**config.mk**
```make
export PLATFORM = sky130hd
export DESIGN_NAME = rcfi_top
export DESIGN_NICKNAME = d
export VERILOG_FILES = /design/src/hdl/rcfi_pkg.sv /design/src/hdl/rcfi_fill_filter.sv /design/src/hdl/rcfi_top.sv
export SDC_FILE = /design/constraint.sdc
export NUM_CORES = 2
export LEC_CHECK = 0
export BUFFER_PORTS_ARGS = -buffer_cell sky130_fd_sc_hd__buf_4
export CORE_ASPECT_RATIO = 0.9
export CORE_MARGIN = 4
export CORE_UTILIZATION = 56
export DETAILED_ROUTE_END_ITERATION = 12
export HOLD_SLACK_MARGIN = 0.06
export PLACE_DENSITY = 0.78
export SLEW_MARGIN = 5
export SYNTH_ARGS = -nofsm -noshare
export SYNTH_HDL_FRONTEND = slang
export SYNTH_SLANG_ARGS = --single-unit
export TNS_END_PERCENT = 1
```
**constraint.sdc**
```tcl
create_clock -name clk_i -period 2.5 [get_ports clk_i]
set_clock_uncertainty 0.1 [all_clocks]
set_input_delay 0.25 -clock clk_i [delete_from_list [all_inputs] [get_ports clk_i]]
set_output_delay 0.25 -clock clk_i [all_outputs]
set_load 0.02 [all_outputs]
```
**src/hdl/rcfi_pkg.sv**
```systemverilog
// Constants, encodings and state codes for the remap cache fill and invalidate block
// How it works
// - Hardware runs with fault caching flag clear
// - No context fill on root fetch/present/field faults
// - No context fill on context or reserved faults
// - Flag set: fills with no present context entry tagged domain zero
// - Buffer entry holds translation plus cumulative permissions
// - Buffer keeps only walks granting read or write
// - No buffer fill on fetch, permission, field faults
// - Non-leaf cache skips faulting directory entries
// - Partial permissions both clear: no non-leaf fill
// - Non-leaf caching invisible except invalidation hint
// - Flag clear: no interrupt entry fill on fault
// - Register invalidation interface always present
// - Invalidation is write then poll, low latency
// - Commands execute regardless of remap enable state
// - Context invalidation: global, domain, device granularity
// - Unsupported granularity falls back to coarser one
package rcfi_pkg;
  localparam int RCFI_DID_W     = 16;
  localparam int RCFI_SID_W     = 16;
  localparam int RCFI_PAGE_W    = 20;
  localparam int RCFI_CTX_DEPTH = 8;
  localparam int RCFI_TLB_DEPTH = 8;
  // Hardware must report the fault caching flag clear
  localparam logic RCFI_CM_HW   = 1'b0;
  // Tag for faulting entries cached without a present context entry
  localparam logic [RCFI_DID_W-1:0] RCFI_RSVD_DID = 16'h0000;
  // Granularity codes, requested and performed
  localparam logic [1:0] RCFI_GRAN_NONE   = 2'h0;
  localparam logic [1:0] RCFI_GRAN_GLOBAL = 2'h1;
  localparam logic [1:0] RCFI_GRAN_DOMAIN = 2'h2;
  localparam logic [1:0] RCFI_GRAN_DEVICE = 2'h3;
  // Function mask codes: low source-id bits kept in the compare
  localparam logic [2:0] RCFI_FM_KEEP0 = 3'h7;
  localparam logic [2:0] RCFI_FM_KEEP1 = 3'h3;
  localparam logic [2:0] RCFI_FM_KEEP2 = 3'h1;
  localparam logic [2:0] RCFI_FM_KEEP3 = 3'h0;
  localparam int         RCFI_FM_BITS  = 3;
  typedef enum logic [1:0] {
    RCFI_ST_IDLE  = 2'b01,
    RCFI_ST_INVAL = 2'b10
  } rcfi_state_e;
endpackage

```
**src/hdl/rcfi_fill_filter.sv**
```systemverilog
// Fill admission decisions for the context, translation, non-leaf and interrupt caches
`timescale 1ns/1ps
module rcfi_fill_filter
  import rcfi_pkg::*;
#(
  parameter int DID_W         = RCFI_DID_W,
  parameter bit NONLEAF_EN    = 1'b1,
  parameter bit PARTIAL_PERMS = 1'b1
) (
  // Mode
  input  wire logic             cm_i,
  // Context walk outcome
  input  wire logic             root_fetch_err_i,
  input  wire logic             root_not_present_i,
  input  wire logic             root_invalid_i,
  input  wire logic             ctx_fetch_err_i,
  input  wire logic             ctx_not_present_i,
  input  wire logic             ctx_invalid_i,
  input  wire logic             rsvd_nonzero_i,
  input  wire logic [DID_W-1:0] ctx_did_i,
  // Page walk outcome
  input  wire logic             dir_fetch_err_i,
  input  wire logic             entry_rw_clear_i,
  input  wire logic             entry_invalid_i,
  input  wire logic             entry_rsvd_i,
  input  wire logic             cum_r_i,
  input  wire logic             cum_w_i,
  input  wire logic             part_r_i,
  input  wire logic             part_w_i,
  // Interrupt lookup outcome
  input  wire logic             ir_fault_i,
  // Decisions
  output logic                  ctx_ok_o,
  output logic [DID_W-1:0]      ctx_tag_o,
  output logic                  tlb_ok_o,
  output logic                  nl_ok_o,
  output logic                  iec_ok_o
);
  logic root_fault;
  logic ctx_fault;
  logic walk_fault;
  logic part_clear;

  assign root_fault = root_fetch_err_i | root_not_present_i | root_invalid_i;
  assign ctx_fault  = root_fault | ctx_fetch_err_i | ctx_not_present_i
                    | ctx_invalid_i | rsvd_nonzero_i;
  assign walk_fault = ctx_fault | dir_fetch_err_i | entry_rw_clear_i
                    | entry_invalid_i | entry_rsvd_i;
  assign part_clear = PARTIAL_PERMS & ~part_r_i & ~part_w_i;

  assign ctx_ok_o  = cm_i | ~ctx_fault;
  // No present context entry means no real domain to tag with
  assign ctx_tag_o = (root_fault | ctx_fetch_err_i | ctx_not_present_i) ?
                     RCFI_RSVD_DID : ctx_did_i;
  assign tlb_ok_o  = cm_i | (~walk_fault & (cum_r_i | cum_w_i));
  assign nl_ok_o   = NONLEAF_EN & (cm_i | (~walk_fault & ~part_clear));
  assign iec_ok_o  = cm_i | ~ir_fault_i;
endmodule

```
**src/hdl/rcfi_top.sv**
```systemverilog
// Context cache, translation buffer and register invalidation for the remap unit
`timescale 1ns/1ps
module rcfi_top
  import rcfi_pkg::*;
#(
  parameter int DID_W         = RCFI_DID_W,
  parameter int SID_W         = RCFI_SID_W,
  parameter int PAGE_W        = RCFI_PAGE_W,
  parameter int CTX_DEPTH     = RCFI_CTX_DEPTH,
  parameter int TLB_DEPTH     = RCFI_TLB_DEPTH,
  parameter bit DOMAIN_SEL    = 1'b1,
  parameter bit DEVICE_SEL    = 1'b1,
  parameter bit NONLEAF_EN    = 1'b1,
  parameter bit PARTIAL_PERMS = 1'b1
) (
  // Clock, reset, enable
  input  wire logic              clk_i,
  input  wire logic              rst_n_i,
  input  wire logic              ce_i,
  // Remap enable status (does not gate invalidation)
  input  wire logic              translation_enabled_status_i,
  input  wire logic              interrupt_remap_enabled_status_i,
  // Context invalidation command
  input  wire logic              ctx_inv_req_i,
  input  wire logic [1:0]        ctx_inv_gran_i,
  input  wire logic [DID_W-1:0]  ctx_inv_did_i,
  input  wire logic [SID_W-1:0]  ctx_inv_sid_i,
  input  wire logic [1:0]        ctx_inv_fm_i,
  // Translation buffer flush
  input  wire logic              tlb_flush_i,
  // Context fill
  input  wire logic              ctx_fill_i,
  input  wire logic [SID_W-1:0]  ctx_fill_sid_i,
  input  wire logic [DID_W-1:0]  ctx_fill_did_i,
  input  wire logic              root_fetch_err_i,
  input  wire logic              root_not_present_i,
  input  wire logic              root_invalid_i,
  input  wire logic              ctx_fetch_err_i,
  input  wire logic              ctx_not_present_i,
  input  wire logic              ctx_invalid_i,
  input  wire logic              rsvd_nonzero_i,
  // Page walk fill
  input  wire logic              tlb_fill_i,
  input  wire logic              nl_fill_i,
  input  wire logic [DID_W-1:0]  walk_did_i,
  input  wire logic [PAGE_W-1:0] walk_page_i,
  input  wire logic [PAGE_W-1:0] walk_xlate_i,
  input  wire logic              dir_fetch_err_i,
  input  wire logic              entry_rw_clear_i,
  input  wire logic              entry_invalid_i,
  input  wire logic              entry_rsvd_i,
  input  wire logic              cum_r_i,
  input  wire logic              cum_w_i,
  input  wire logic              part_r_i,
  input  wire logic              part_w_i,
  // Interrupt entry fill
  input  wire logic              iec_fill_i,
  input  wire logic              ir_fault_i,
  // Lookups
  input  wire logic              ctx_lookup_i,
  input  wire logic [SID_W-1:0]  ctx_lookup_sid_i,
  input  wire logic              tlb_lookup_i,
  input  wire logic [DID_W-1:0]  tlb_lookup_did_i,
  input  wire logic [PAGE_W-1:0] tlb_lookup_page_i,
  // Status
  output logic                   cache_faults_report_o,
  output logic                   ctx_inv_busy_o,
  output logic [1:0]             ctx_inv_done_gran_o,
  // Fill acceptance pulses
  output logic                   ctx_fill_taken_o,
  output logic                   tlb_fill_taken_o,
  output logic                   nl_fill_taken_o,
  output logic                   iec_fill_taken_o,
  // Lookup results
  output logic                   ctx_hit_o,
  output logic [DID_W-1:0]       ctx_hit_did_o,
  output logic                   tlb_hit_o,
  output logic [PAGE_W-1:0]      tlb_xlate_o,
  output logic                   tlb_r_o,
  output logic                   tlb_w_o
);
  localparam int CI_W = $clog2(CTX_DEPTH);
  localparam int TI_W = $clog2(TLB_DEPTH);

  typedef struct packed {
    rcfi_state_e                   fsm;
    logic                          pend;
    logic [1:0]                    gran;
    logic [DID_W-1:0]              did;
    logic [SID_W-1:0]              sid;
    logic [1:0]                    fm;
    logic [1:0]                    done_gran;
    logic [CTX_DEPTH-1:0]          cv;
    logic [CTX_DEPTH-1:0][DID_W-1:0] cdid;
    logic [CTX_DEPTH-1:0][SID_W-1:0] csid;
    logic [CI_W-1:0]               cptr;
    logic [TLB_DEPTH-1:0]          tv;
    logic [TLB_DEPTH-1:0][DID_W-1:0] tdid;
    logic [TLB_DEPTH-1:0][PAGE_W-1:0] tpage;
    logic [TLB_DEPTH-1:0][PAGE_W-1:0] txl;
    logic [TLB_DEPTH-1:0]          tr;
    logic [TLB_DEPTH-1:0]          tw;
    logic [TI_W-1:0]               tptr;
    logic                          ctx_taken;
    logic                          tlb_taken;
    logic                          nl_taken;
    logic                          iec_taken;
    logic                          ctx_hit;
    logic [DID_W-1:0]              ctx_hit_did;
    logic                          tlb_hit;
    logic [PAGE_W-1:0]             tlb_xl;
    logic                          tlb_r;
    logic                          tlb_w;
  } rcfi_core_s;

  rcfi_core_s st_reg;
  rcfi_core_s st_next;

  logic             ctx_ok;
  logic [DID_W-1:0] ctx_tag;
  logic             tlb_ok;
  logic             nl_ok;
  logic             iec_ok;
  logic [1:0]       eff_gran;
  logic [SID_W-1:0] sid_keep;

  ////////////////////////////////////////////////////////////////////////////
  rcfi_fill_filter #(
    .DID_W         (DID_W),
    .NONLEAF_EN    (NONLEAF_EN),
    .PARTIAL_PERMS (PARTIAL_PERMS)
  ) u_filter (
    .cm_i               (RCFI_CM_HW),
    .root_fetch_err_i   (root_fetch_err_i),
    .root_not_present_i (root_not_present_i),
    .root_invalid_i     (root_invalid_i),
    .ctx_fetch_err_i    (ctx_fetch_err_i),
    .ctx_not_present_i  (ctx_not_present_i),
    .ctx_invalid_i      (ctx_invalid_i),
    .rsvd_nonzero_i     (rsvd_nonzero_i),
    .ctx_did_i          (ctx_fill_did_i),
    .dir_fetch_err_i    (dir_fetch_err_i),
    .entry_rw_clear_i   (entry_rw_clear_i),
    .entry_invalid_i    (entry_invalid_i),
    .entry_rsvd_i       (entry_rsvd_i),
    .cum_r_i            (cum_r_i),
    .cum_w_i            (cum_w_i),
    .part_r_i           (part_r_i),
    .part_w_i           (part_w_i),
    .ir_fault_i         (ir_fault_i),
    .ctx_ok_o           (ctx_ok),
    .ctx_tag_o          (ctx_tag),
    .tlb_ok_o           (tlb_ok),
    .nl_ok_o            (nl_ok),
    .iec_ok_o           (iec_ok)
  );

  ////////////////////////////////////////////////////////////////////////////
  // Coarser fallback when a granularity is not built in
  always_comb begin
    case (st_reg.gran)
      RCFI_GRAN_DEVICE: eff_gran = DEVICE_SEL ? RCFI_GRAN_DEVICE :
                                   (DOMAIN_SEL ? RCFI_GRAN_DOMAIN : RCFI_GRAN_GLOBAL);
      RCFI_GRAN_DOMAIN: eff_gran = DOMAIN_SEL ? RCFI_GRAN_DOMAIN : RCFI_GRAN_GLOBAL;
      default:          eff_gran = RCFI_GRAN_GLOBAL;
    endcase
  end

  always_comb begin
    sid_keep = '1;
    case (st_reg.fm)
      2'h0:    sid_keep[RCFI_FM_BITS-1:0] = RCFI_FM_KEEP0;
      2'h1:    sid_keep[RCFI_FM_BITS-1:0] = RCFI_FM_KEEP1;
      2'h2:    sid_keep[RCFI_FM_BITS-1:0] = RCFI_FM_KEEP2;
      default: sid_keep[RCFI_FM_BITS-1:0] = RCFI_FM_KEEP3;
    endcase
  end

  // Per-entry match vectors
  logic [CTX_DEPTH-1:0] c_kill;
  logic [CTX_DEPTH-1:0] c_look;
  logic [TLB_DEPTH-1:0] t_look;

  genvar g;
  generate
    for (g = 0; g < CTX_DEPTH; g++) begin : g_ctx
      assign c_kill[g] = (eff_gran == RCFI_GRAN_GLOBAL)
                       | ((eff_gran == RCFI_GRAN_DOMAIN) & (st_reg.cdid[g] == st_reg.did))
                       | ((eff_gran == RCFI_GRAN_DEVICE) & (st_reg.cdid[g] == st_reg.did)
                          & ((st_reg.csid[g] & sid_keep) == (st_reg.sid & sid_keep)));
      assign c_look[g] = st_reg.cv[g] & (st_reg.csid[g] == ctx_lookup_sid_i);
    end
    for (g = 0; g < TLB_DEPTH; g++) begin : g_tlb
      assign t_look[g] = st_reg.tv[g] & (st_reg.tdid[g] == tlb_lookup_did_i)
                       & (st_reg.tpage[g] == tlb_lookup_page_i);
    end
  endgenerate

  ////////////////////////////////////////////////////////////////////////////
  always_comb begin
    st_next = st_reg;
    st_next.ctx_taken = 1'b0;
    st_next.tlb_taken = 1'b0;
    st_next.nl_taken  = 1'b0;
    st_next.iec_taken = 1'b0;
    // Fills
    if (ctx_fill_i && ctx_ok) begin
      st_next.cv[st_reg.cptr]   = 1'b1;
      st_next.cdid[st_reg.cptr] = ctx_tag;
      st_next.csid[st_reg.cptr] = ctx_fill_sid_i;
      st_next.cptr              = (st_reg.cptr == CI_W'(CTX_DEPTH - 1)) ? '0 :
                                  st_reg.cptr + CI_W'(1);
      st_next.ctx_taken         = 1'b1;
    end
    if (tlb_fill_i && tlb_ok) begin
      st_next.tv[st_reg.tptr]    = 1'b1;
      st_next.tdid[st_reg.tptr]  = walk_did_i;
      st_next.tpage[st_reg.tptr] = walk_page_i;
      st_next.txl[st_reg.tptr]   = walk_xlate_i;
      st_next.tr[st_reg.tptr]    = cum_r_i;
      st_next.tw[st_reg.tptr]    = cum_w_i;
      st_next.tptr               = (st_reg.tptr == TI_W'(TLB_DEPTH - 1)) ? '0 :
                                   st_reg.tptr + TI_W'(1);
      st_next.tlb_taken          = 1'b1;
    end
    st_next.nl_taken  = nl_fill_i & nl_ok;
    st_next.iec_taken = iec_fill_i & iec_ok;
    // Flush wins over a same-cycle fill so no stale entry survives
    if (tlb_flush_i) begin
      st_next.tv = '0;
    end
    // Lookups, only meaningful while translation is on
    st_next.ctx_hit     = ctx_lookup_i & translation_enabled_status_i & (|c_look);
    st_next.ctx_hit_did = '0;
    for (int i = 0; i < CTX_DEPTH; i++) begin
      if (c_look[i]) begin
        st_next.ctx_hit_did = st_reg.cdid[i];
      end
    end
    st_next.tlb_hit = tlb_lookup_i & translation_enabled_status_i & (|t_look);
    st_next.tlb_xl  = '0;
    st_next.tlb_r   = 1'b0;
    st_next.tlb_w   = 1'b0;
    for (int i = 0; i < TLB_DEPTH; i++) begin
      if (t_look[i]) begin
        st_next.tlb_xl = st_reg.txl[i];
        st_next.tlb_r  = st_reg.tr[i];
        st_next.tlb_w  = st_reg.tw[i];
      end
    end
    // Invalidation engine; remap enables deliberately not consulted
    case (st_reg.fsm)
      RCFI_ST_IDLE: begin
        if (ctx_inv_req_i) begin
          st_next.pend = 1'b1;
          st_next.gran = ctx_inv_gran_i;
          st_next.did  = ctx_inv_did_i;
          st_next.sid  = ctx_inv_sid_i;
          st_next.fm   = ctx_inv_fm_i;
          st_next.fsm  = RCFI_ST_INVAL;
        end
      end
      RCFI_ST_INVAL: begin
        // Applied after fills; a racing fill is removed on global, else only if its slot's old tags matched
        st_next.cv        = st_next.cv & ~c_kill;
        st_next.pend      = 1'b0;
        st_next.done_gran = eff_gran;
        st_next.fsm       = RCFI_ST_IDLE;
      end
      default: begin
        st_next.fsm  = RCFI_ST_IDLE;
        st_next.pend = 1'b0;
      end
    endcase
  end

  always_ff @(posedge clk_i or negedge rst_n_i) begin
    if (!rst_n_i) begin
      st_reg           <= '0;
      st_reg.fsm       <= RCFI_ST_IDLE;
      st_reg.done_gran <= RCFI_GRAN_NONE;
    end else if (ce_i) begin
      st_reg <= st_next;
    end
  end

  ////////////////////////////////////////////////////////////////////////////
  assign cache_faults_report_o = RCFI_CM_HW;
  assign ctx_inv_busy_o        = st_reg.pend;
  assign ctx_inv_done_gran_o   = st_reg.done_gran;
  assign ctx_fill_taken_o      = st_reg.ctx_taken;
  assign tlb_fill_taken_o      = st_reg.tlb_taken;
  assign nl_fill_taken_o       = st_reg.nl_taken;
  assign iec_fill_taken_o      = st_reg.iec_taken;
  assign ctx_hit_o             = st_reg.ctx_hit;
  assign ctx_hit_did_o         = st_reg.ctx_hit_did;
  assign tlb_hit_o             = st_reg.tlb_hit;
  assign tlb_xlate_o           = st_reg.tlb_xl;
  assign tlb_r_o               = st_reg.tlb_r;
  assign tlb_w_o               = st_reg.tlb_w;

  ////////////////////////////////////////////////////////////////////////////
  // Checks
  logic root_flt;
  logic ctx_flt;
  assign root_flt = root_fetch_err_i | root_not_present_i | root_invalid_i;
  assign ctx_flt  = ctx_fetch_err_i | ctx_not_present_i | ctx_invalid_i | rsvd_nonzero_i;
endmodule

```
; ---- After elaboration in Yosys (flattened, before gate mapping)
; Index checks and enable logic that the tools add are counted.
[totals]
out_inout_bits = 48
wordCells = 284
register_bits = 827
in_bits = 205
[op_classes]
n_mux = 46
bitwise_logic = 103
n_eq_ne = 52
reduce_logical = 14
magnitude_cmp = 4
n_addsub = 2
[op_table]
columns = op, count
row1 = == test 16 bit, 32
row2 = 2-to-1 mux 475 bit, 1
row3 = bitwise mux 128 bit, 3
row4 = bitwise mux 160 bit, 2
row5 = 2-to-1 mux 267 bit, 1
row6 = 2-to-1 mux 16 bit, 11
row7 = 2-to-1 mux 22 bit, 8
row8 = == test 20 bit, 8
row9 = AND 16 bit, 9
row10 = demux 16 bit (select 3 bit), 2
row11 = demux 20 bit (select 3 bit), 1
row12 = AND 1 bit, 57
row13 = 2-to-1 mux 39 bit, 1
row14 = bitwise OR 1 bit, 27
row15 = 2-to-1 mux 20 bit, 1
row16 = bitwise mux 8 bit, 2
row17 = 2-to-1 mux 8 bit, 2
row18 = bitwise OR 8 bit, 2
row19 = OR reduction 8 bit, 2
row20 = "== test 2 bit, second input constant", 6
row21 = AND reduction 2 bit, 5
row22 = 2-to-1 mux 3 bit, 3
row23 = one-hot mux 3 bit (3 select lines), 1
row24 = AND 8 bit, 1
row25 = 15 further kinds, 33

; ---- Logic depth before layout (Yosys ltp)
[logic_depth]
ltp_word = 15
mapped_depth = 10
depth_no_buf = 7

; ---- Cells and area by module
; Synthesis repeated with hierarchy kept, for this count alone.
[hier_totals]
cells_unflattened = 3412
hier_area_um2 = 41997.8
[modules_own_cells]
columns = module, area_per_inst_um2, n_inst, seq_area_each_um2, cells_each
row1 = rcfi_top, 41763.8, 1, 20671.1, 3380
row2 = rcfi_fill_filter, 234.0, 1, 0.0, 32

; ---- Worst setup path before layout
; No wires, ideal clock.
[synth_timing]
kind = input -> register
startpoint = input root_not_present_i
endpoint = register with a tool-made name
stages = 9
setup_time_ns = 0.125
path_buffers = 3
required_ns = 2.275
path_slack_ns = -0.116
t_arrival_ns = 2.391
cell_sequence = or4_4 > nor2_8 > nand4_4 > nor3_1 > and2_1 > clkbuf_1 > buf_2 > buf_2 > mux2_2
[synth_rtl]
columns = element, line
row1 = from (decl), rcfi_top.sv:36  ; input wire logic root_not_present_i,

==> run metrics <==
Synth Instances=3557; Hold WS=82.38 ps; Via density=6.221; Fillers=4976; HP Start=ctx_fill_did_i[11]; GP Congestion=1.020; Final Instance Area=51980 um^2; clock power share=0.408; Worst Tran Pin Value=797.5 ps; post-route setup slack=-333.7 ps; Syn Std Cell Area=41520 um^2; CP arrival=3300 ps; Netlist cell types=64; worst path bufs/invs=2; Sink Count=826; total grt overflow=0; Slew HR=0.4684; number of H-tree levels=3; sequential fraction of design power=0.439; IO Pins=253; DR pass1 iterations=6; CTS root buffer=clkbuf_16; Highest Clock Rate=0.3529 GHz; Final Cycle Share=1.133; Clock transition at path regs=70 ps; Setup crit end kind=register; RSZ-0062 raised after global routing=true; static leakage=25.08 nW; DP HPWL=94050 um; area grow syn2layout=25.19%; clock period minus worst slack=2834 ps; CP max FO=22; routed len/inst=26.46 um; vias in the first global route=32700; largest net degree at the start of global routing=115; Yosys reg bits=826; via count=32250; initial core utilization=0.5666; Crit Path Category=reg2reg; NumNets Final=4367; status=complete, but fails checks; combinational power share=0.152; initial drt markers=3836; R2R Setup Slk=-330 ps; TritonCTS clock tree=yes; Port Buf Inserts=250; crit-path max cell delay=450 ps; count of final setup violators=35; Psw=8.961 mW; setup TNS=-7380 ps; Switching Fraction=0.2780; Req. time, crit path=2960 ps; min-delay worst type=in2reg; PD cells=620.1 nW/um^2; sequence of cells on the critical path=xor2_1 -> nor4_4 -> nand4_1 -> buf_4 -> nor4_4 -> buf_12 -> a211oi_1 -> a2111o_1 -> a22oi_2; Final ANT Viol Nets=0; main flop type after synthesis=dfrtp_1; first-pass GRT wire length=205700 um; Synthesized Nets=3766; Rows=94; Yosys warnings=0; placed cell area=47250 um^2; number of synthesized flops with an enable pin=0; Inserted Clock Buffers=87; Synth Area per Inst=11.67 um^2; worst skew pair latency=650 ps; die width=295.0 um; Final Hold Fails=0; initial antenna violation count=5; max-cap violation count=0; cell mode on critical path=nor4_4; P_int=23.27 mW; peak supply drop=0.6293 mV; register area share after synthesis=0.4979; commonest non-fill, non-tap cell in the layout=dfrtp_1; Crit path max-delay family=simple AND/OR/NAND/NOR gates; maximum clock insertion buffer count=3; DRC viols=0; startpoint types=register; full die area=78570 um^2; share of cells above drive strength 1=0.3629; Async S/R FF share, synth=1.000; Die Span Y=266.3 um; Final Max Slew Viols=0; total power=32.23 mW; slowest CP cell=a2111o_1; GRT Overall Usage=0.3448; core box area=73270 um^2; failing checks=setup timing; commonest non-fill, non-tap cells in the layout=dfrtp_1 (825), mux2_2 (623), buf_4 (604); drt total wl=137200 um
==> metal layers <==
layer / global-route usage / vias to the layer above / wire length, um
met5: 0 / - / 48
met4: 0.1227 / 8 / 5471
met3: 0.08460 / 361 / 14350
met2: 0.5187 / 1829 / 60470
met1: 0.4915 / 16340 / 56810
li1: - / 13710 / -
==> logic make-up after synthesis <==
family / after synthesis / synth area share
DFF: 826 / 0.4979
xor gates and xnor gates: 669 / 0.1411
and+or+nand+nor: 716 / 0.08715
muxes: 635 / 0.1730
adders and majority gates: 4 / 0.001205
AOI/OAI and AO/OA: 379 / 0.06374
buffers and inverters: 327 / 0.03583
other: 1 / 0.00009032
==> metrics by stage <==
stage	worst slack, ps	utilization	instances
after floorplan	-75.65	-	3557
after global placement	-695.2	0.6449	4893
after detailed placement	-737.5	0.6449	4893
after CTS	-273.5	0.7050	5179
after global routing	-391.8	0.7093	5182
final	-333.7	0.7094	5183
==> layout make-up <==
class,instances,area [um^2],area share
Sequential cell,826,20670,0.3977
Clock inverter,30,351.6,0.006764
Timing Repair Buffer,805,7174,0.1380
Clock buffer,122,2509,0.04827
Antenna cell,2,5.005,0.00009629
Multi-Input combinational cell,2404,19940,0.3836
Tap cell,960,1201,0.02311
Inverter,34,127.6,0.002455
==> worst min-delay path, stage by stage <==
cell and delay, ps:
buf_4 110, nand2_1 290, o21ai_0 120
==> cell usage after synthesis (22+ instances only) <==
cell type	number	area, um^2
nor2_1	94	352.8
xor2_1	365	3197
buf_2	76	380.4
a211o_1	22	192.7
a221oi_1	24	210.2
o21ai_0	159	795.8
clkbuf_1	149	559.3
a211oi_1	29	217.7
inv_1	33	123.9
buf_1	26	97.59
nor3_1	76	380.4
xnor2_1	304	2663
nor4_1	99	619.3
nand2_1	205	769.5
o211ai_1	29	217.7
nand4_1	96	600.6
dfrtp_1	825	20640
nand3_1	80	400.4
buf_4	40	300.3
a22oi_1	36	270.3
mux2_2	623	7015
==> power by group through the flow <==
stage	logic (mW)	clock network, mW	registers (mW)
3_5_place_dp	4.53	0	14.4
3_3_place_gp	4.50	0	14.4
5_1_grt	5.13	13.8	14.2
6_report	4.91	13.2	14.2
4_1_cts	4.76	13.2	14.1
2_1_floorplan	2.55	0	14.0
==> path summary, 6_finish.rpt <==
check,endpoint,depth (start not counted)
worst max-delay path,tlb_xlate_o[9],9
worst min-delay path,register,3
worst max register to register,tlb_xlate_o[9],9
worst min register to register,ctx_inv_done_gran_o[0],2
max in group asynchronous,asynchronous set/reset pin,3
min in group asynchronous,asynchronous set/reset pin,3
==> timing repair <==
item,in CTS,in global routing
endpoints found under the setup margin,40,46
gates cloned,0,1
gates resized for setup,32,59
pin swaps,10,25
hold buffers,134,0
hold endpoints to repair,1436,0
setup buffers,0,1
(Power assumes the default switching activity.)
